===== config.mk =====
export PLATFORM = sky130hd
export DESIGN_NAME = mnd_decode
export DESIGN_NICKNAME = d
export VERILOG_FILES = /design/src/logic/mnd_decode.v
export VERILOG_INCLUDE_DIRS = /design/src /design/src/logic
export SDC_FILE = /design/constraint.sdc
export NUM_CORES = 1
export LEC_CHECK = 0
export ABC_AREA = 1
export ABC_CLOCK_PERIOD_IN_PS = 800
export BUFFER_PORTS_ARGS = -buffer_cell sky130_fd_sc_hd__buf_2
export CORE_ASPECT_RATIO = 0.9
export CORE_MARGIN = 3
export CORE_UTILIZATION = 39
export CTS_BUF_LIST = sky130_fd_sc_hd__clkbuf_4
export DETAILED_ROUTE_END_ITERATION = 7
export PLACE_DENSITY = 0.71
export SYNTH_ARGS = -nofsm -noshare
export SYNTH_HDL_FRONTEND = slang
export SYNTH_SLANG_ARGS = --single-unit
export TNS_END_PERCENT = 5

===== constraint.sdc =====
create_clock -name clk -period 0.8 [get_ports clk]
set_input_delay 0.08 -clock clk [delete_from_list [all_inputs] [get_ports clk]]
set_output_delay 0.08 -clock clk [all_outputs]
set_load 0.02 [all_outputs]

===== src/logic/mnd_defs.vh =====
// constants for the copy / store / no-operation decode and execute block
// assumes 14-bit instruction words and 7-bit file addresses
`ifndef MND_DEFS_VH
`define MND_DEFS_VH

// ************************************************************
// encodings
// ************************************************************
`define MND_COPY_MASK 14'h3F00
`define MND_COPY_MATCH 14'h0800
`define MND_STORE_MASK 14'h3F80
`define MND_STORE_MATCH 14'h0080
`define MND_NOP_MASK 14'h3F9F
`define MND_NOP_MATCH 14'h0000

// ************************************************************
// field positions
// ************************************************************
`define MND_DEST_BIT 7
`define MND_ADDR_MSB 6

// ************************************************************
// reset values
// ************************************************************
`define MND_W_RESET 8'h00
`define MND_Z_RESET 1'b0

`endif


===== src/logic/mnd_decode.v =====
// decode and execute for copy-file, store-working and no-operation
// assumes the register file answers a read in the same cycle (comb read
// data on file_rdata for file_raddr) and takes one write per cycle.
`timescale 1ns/1ps
`default_nettype none
`include "mnd_defs.vh"

module mnd_decode (
  input wire clk,
  input wire rst_b,
  input wire instr_valid,
  input wire [13:0] instr,
  input wire [7:0] file_rdata,
  output wire [6:0] file_raddr,
  output reg file_we_q,
  output reg [6:0] file_waddr_q,
  output reg [7:0] file_wdata_q,
  output reg [7:0] working_q,
  output reg zero_flag_q,
  output reg zero_we_q,
  output reg illegal_q
);

  // ************************************************************
  // op classes
  // ************************************************************
  // one-hot class of the word seen this cycle
  localparam [4:0] OP_IDLE = 5'h01;
  localparam [4:0] OP_COPY = 5'h02;
  localparam [4:0] OP_STORE = 5'h04;
  localparam [4:0] OP_NOP = 5'h08;
  localparam [4:0] OP_OTHER = 5'h10;

  // ************************************************************
  // decode
  // ************************************************************
  wire copy_file_instr;
  wire store_working_instr;
  wire no_operation_instr;
  wire dest_file;
  wire [6:0] addr;
  wire [7:0] any_one;
  wire moved_is_zero;
  reg [4:0] op_class;
  reg file_we_d;
  reg [6:0] file_waddr_d;
  reg [7:0] file_wdata_d;
  reg [7:0] working_d;
  reg zero_flag_d;
  reg zero_we_d;
  reg illegal_d;

  assign copy_file_instr = instr_valid &&
    ((instr & `MND_COPY_MASK) == `MND_COPY_MATCH);
  assign store_working_instr = instr_valid &&
    ((instr & `MND_STORE_MASK) == `MND_STORE_MATCH);
  // bits 6:5 ignored so all four don't-care forms decode
  assign no_operation_instr = instr_valid &&
    ((instr & `MND_NOP_MASK) == `MND_NOP_MATCH);
  assign dest_file = instr[`MND_DEST_BIT];
  assign addr = instr[`MND_ADDR_MSB:0];

  // read port is combinational so the copy completes in one cycle;
  // the only output not taken from a flop, a register would cost a cycle
  assign file_raddr = addr;

  always @* begin
    op_class = OP_IDLE;
    if (!instr_valid) begin
      op_class = OP_IDLE;
    end else if (copy_file_instr) begin
      op_class = OP_COPY;
    end else if (store_working_instr) begin
      op_class = OP_STORE;
    end else if (no_operation_instr) begin
      op_class = OP_NOP;
    end else begin
      // other opcodes belong to other decode slices
      op_class = OP_OTHER;
    end
  end

  // ************************************************************
  // zero detect
  // ************************************************************
  // or chain over the moved value, one stage per data bit
  genvar gi;
  generate
    for (gi = 0; gi < 8; gi = gi + 1) begin : g_zero
      if (gi == 0) begin : g_first
        assign any_one[gi] = file_rdata[gi];
      end else begin : g_rest
        assign any_one[gi] = any_one[gi-1] | file_rdata[gi];
      end
    end
  endgenerate
  assign moved_is_zero = ~any_one[7];

  // ************************************************************
  // next values
  // ************************************************************
  // strobes default low, data registers hold
  always @* begin
    file_we_d = 1'b0;
    file_waddr_d = file_waddr_q;
    file_wdata_d = file_wdata_q;
    working_d = working_q;
    zero_flag_d = zero_flag_q;
    zero_we_d = 1'b0;
    illegal_d = 1'b0;
    case (op_class)
      OP_COPY: begin
        if (dest_file) begin
          // write back to itself: useful as a zero test
          file_we_d = 1'b1;
          file_waddr_d = addr;
          file_wdata_d = file_rdata;
        end else begin
          working_d = file_rdata;
        end
        zero_flag_d = moved_is_zero;
        zero_we_d = 1'b1;
      end
      OP_STORE: begin
        // flags left alone on purpose
        file_we_d = 1'b1;
        file_waddr_d = addr;
        file_wdata_d = working_q;
      end
      OP_NOP: begin
        file_we_d = 1'b0;
      end
      OP_OTHER: begin
        // flagged only; no state changes for unknown words
        illegal_d = 1'b1;
      end
      default: begin
        file_we_d = 1'b0;
      end
    endcase
  end

  // ************************************************************
  // registers
  // ************************************************************
  // write strobe, one cycle per write
  always @(posedge clk or negedge rst_b) begin
    if (!rst_b) begin
      file_we_q <= 1'b0;
    end else begin
      file_we_q <= file_we_d;
    end
  end

  // write address holds between writes
  always @(posedge clk or negedge rst_b) begin
    if (!rst_b) begin
      file_waddr_q <= 7'h00;
    end else begin
      file_waddr_q <= file_waddr_d;
    end
  end

  // write data holds between writes
  always @(posedge clk or negedge rst_b) begin
    if (!rst_b) begin
      file_wdata_q <= 8'h00;
    end else begin
      file_wdata_q <= file_wdata_d;
    end
  end

  // working register
  always @(posedge clk or negedge rst_b) begin
    if (!rst_b) begin
      working_q <= `MND_W_RESET;
    end else begin
      working_q <= working_d;
    end
  end

  // zero flag value; the status register owner merges it on zero_we_q
  always @(posedge clk or negedge rst_b) begin
    if (!rst_b) begin
      zero_flag_q <= `MND_Z_RESET;
    end else begin
      zero_flag_q <= zero_flag_d;
    end
  end

  // zero flag update strobe
  always @(posedge clk or negedge rst_b) begin
    if (!rst_b) begin
      zero_we_q <= 1'b0;
    end else begin
      zero_we_q <= zero_we_d;
    end
  end

  // unknown word strobe, one cycle
  always @(posedge clk or negedge rst_b) begin
    if (!rst_b) begin
      illegal_q <= 1'b0;
    end else begin
      illegal_q <= illegal_d;
    end
  end

endmodule
`default_nettype wire


==> flow_summary.ini <==
[status]
run_status = complete, but fails checks
failed_checks = setup timing

[clocking]
cts_clk_pin_slew_worst_paths_ps = 140
cts_tree = built
cts_buffer_depth = 2
htree_num_levels = 1
root_buffer = clkbuf_4
cts_inserted_buffers = 3
worstSkewPairLatency_ps = 330
tritoncts_num_sinks = 27

[setup_path]
critPathMaxStageDelay_ps = 440
timing.critical_path.arrival_ps = 930
crit_family = flip-flops
r2r_path_start = working_q[5]$_DFFE_PN0P_
worstPathMaxFanout = 2
critPathKind = reg2out
critical_path_required_ps = 720
sequence_of_cells_on_the_critical_path = buf_2
critical_path_buf_inv_count = 1
cp-startpoint = working_q[0]$_DFFE_PN0P_
start_kind = register
worst_setup_path_end_kind = output port
slowest_cell_on_the_critical_path = dfrtp_1

[final_layout]
final_nets = 277
sequential_cell_area_sq_um = 676
drive_gt1_share_pct = 37.5
multiInputGateArea_sq_um = 573
stdcell_area_sq_um = 1990
instances_no_fill = 293
nFillCells = 273
area_growth_pct = 49.3
antenna_cells_inserted = 0

[route]
drt_iter0_markers = 80
dr.pass1.iters = 4
num_vias = 1383
drt-vias-per-instance = 4.72
route.final.wire_length_mm = 3.54
routedWlPerCell_um = 12.1
drc_errors = 0
route.antenna.remaining_nets = 0

[power]
flop_pwr_share_pct = 52.2
power.switching_mw = 1.01
power.share.clock_pct = 19.1
pnr_total_power_mw = 3.10
intPower_mw = 2.08
p_sw_share_pct = 32.8
power_frac_comb_pct = 28.7
power.density_nw_per_um2 = 1560
p_leak_nw = 1.17
irDropWorstVdd_mv = 1.44

[grt]
antenna_found_initial = 0
grt_first_pass_wirelength_mm = 5.80
grt_start_max_net_pins = 28
number_of_global_route_vias_before_repair = 1373
grt_util_all_layers_pct = 18.5
grt.overflow.total = 0

[timing]
finClkSkew_ps = 1.31
finalWorstSetupSlack_ps = -214
finalHoldViolCount = 0
fin_crit_ps = 1010
finalCritPeriodShare_pct = 127
finalSetupViolCount = 30
fmax_ghz = 0.986
grt_setup_unrepaired = true
setup_tns_ps = -5080
tightest_slew_ps = 350
final_max_slew_viol_count = 0
relative_max_transition_margin_pct = 76.7

[synthesis]
syn_avg_cell_area_sq_um = 8.12
synth_seq_area_share_pct = 50.8
syn_area_sq_um = 1330
number_of_enable_type_register_cells_in_the_synthesized_netlist = 0
syn-num-nets = 189
netlist_instances = 164
area_share_of_the_largest_cell_type_after_synthesis_pct = 50.8
postSynthRegisterBits = 27
netlist_top_cells_count = nand2_1 (75), dfrtp_1 (27), nand3_1 (25), nor2_1 (10), buf_4 (7)
post_synth_main_area_contributors = dfrtp_1 (51%), nand2_1 (21%), nand3_1 (9.4%)
synthFlopType = dfrtp_1
synth-warning-count = 0
synthMostInstantiatedCell = nand2_1
async_reset_ff_share_pct = 100
synth_top_area_cell = dfrtp_1
synth_cell_type_count = 18

[floorplanning]
die-height_um = 61.4
die_w_um = 67.6
die_area_sq_um = 4150
boundaryPins = 59
initial_core_util_pct = 42.1
rows = 19
core-area_sq_um = 3160

[placed_design]
placedInstanceArea_sq_um = 1740
detailedPlacementHpwl_mm = 2.54
dp.cells = 270
portBuffers = 58
gpl.final_weighted_congestion = 0.839

[worst_hold_path]
min-delay-start = file_rdata[6]
min-delay-path-class = in2reg

[run]
max_cap_viol_count = 0
[path summary, 6_finish.rpt]
check | depth (start not counted) | endpoint | slack, ps
max | 1 | working_q[0] | -210
min | 4 | zero_flag_q$_DFFE_PN0P_ | 50
max reg2reg | 5 | file_wdata_q[5]$_DFFE_PN0P_ | -110
min reg2reg | 2 | file_wdata_q[7]$_DFFE_PN0P_ | 520
max in group asynchronous | 3 | zero_we_q$_DFF_PN0_ | 290
min in group asynchronous | 3 | file_wdata_q[2]$_DFFE_PN0P_ | 260
[power groups by stage]
stage | sequential [mW] | combinational [mW] | clock [mW]
final | 1.62 | 0.888 | 0.591
after floorplan | 1.83 | 0.245 | 0
after global routing | 1.63 | 0.973 | 0.656
after detailed placement | 1.64 | 0.776 | 0
after global placement | 1.64 | 0.766 | 0
after CTS | 1.61 | 0.864 | 0.614
[layout make-up]
class,instances,share of cell area [%]
Clock buffer,3,1.13
Clock inverter,1,0.252
Inverter,4,0.881
Multi-Input combinational cell,122,28.8
Sequential cell,27,34.0
Tap cell,42,2.64
Timing Repair Buffer,94,32.3
[registers in the layout, summed over array words and instances (netlist names)]
name and flops:
zero_flag_q 1, illegal_q 1, file_waddr_q 7, zero_we_q 1, file_wdata_q 8, working_q 8, file_we_q 1
[logic make-up (layout without fill, tap and decap cells)]
| family | count (synthesis) | after routing | synth area share (%) |
|---|---|---|---|
| buf+inv | 15 | 102 | 7.52 |
| compound gates | 1 | 1 | 0.376 |
| flops | 27 | 27 | 50.8 |
| simple gates | 121 | 121 | 41.4 |
[layout by cell type, fill, tap and decap left out]
cell and n:
nand2_1 74, inv_4 1, buf_6 5, nand3_2 2, nand3_1 24, clkbuf_4 3
nor2_4 2, nor3_4 2, dlygate4sd3_1 16, nor2_2 1, buf_2 54, inv_1 3
buf_12 1, nand2_2 1, buf_4 18, nor2_1 10, nand4_1 1, nand2_4 3
a21oi_1 1, clkinv_2 1, nor3_1 1, dfrtp_1 27
[per-stage QoR]
| stage | hold WS [ps] | util (%) | setup WS (ps) |
|---|---|---|---|
| 3_3_place_gp | 94.2 | 54.9 | -317 |
| 5_1_grt | 68.2 | 62.9 | -246 |
| 2_1_floorplan | -216 | - | -185 |
| 3_5_place_dp | 92.5 | 54.9 | -325 |
| 4_1_cts | 40.8 | 61.8 | -215 |
| 6_report | 52.1 | 62.9 | -214 |
[timing repair]
action,4_1_cts,5_1_grt
endpoints found under the hold margin,42,0
setup endpoints to repair,27,48
gates resized for setup,2,10
setup buffers,3,0
pin swaps,0,1
hold buffers,16,0
[layer usage]
metal  share of wire [%]  GRT usage (%)
met5                   0              0
met4                 1.4           4.91
met3                 7.1           3.83
met2                  46           32.5
met1                  45           23.4
Power figures use the tool's default switching activity.
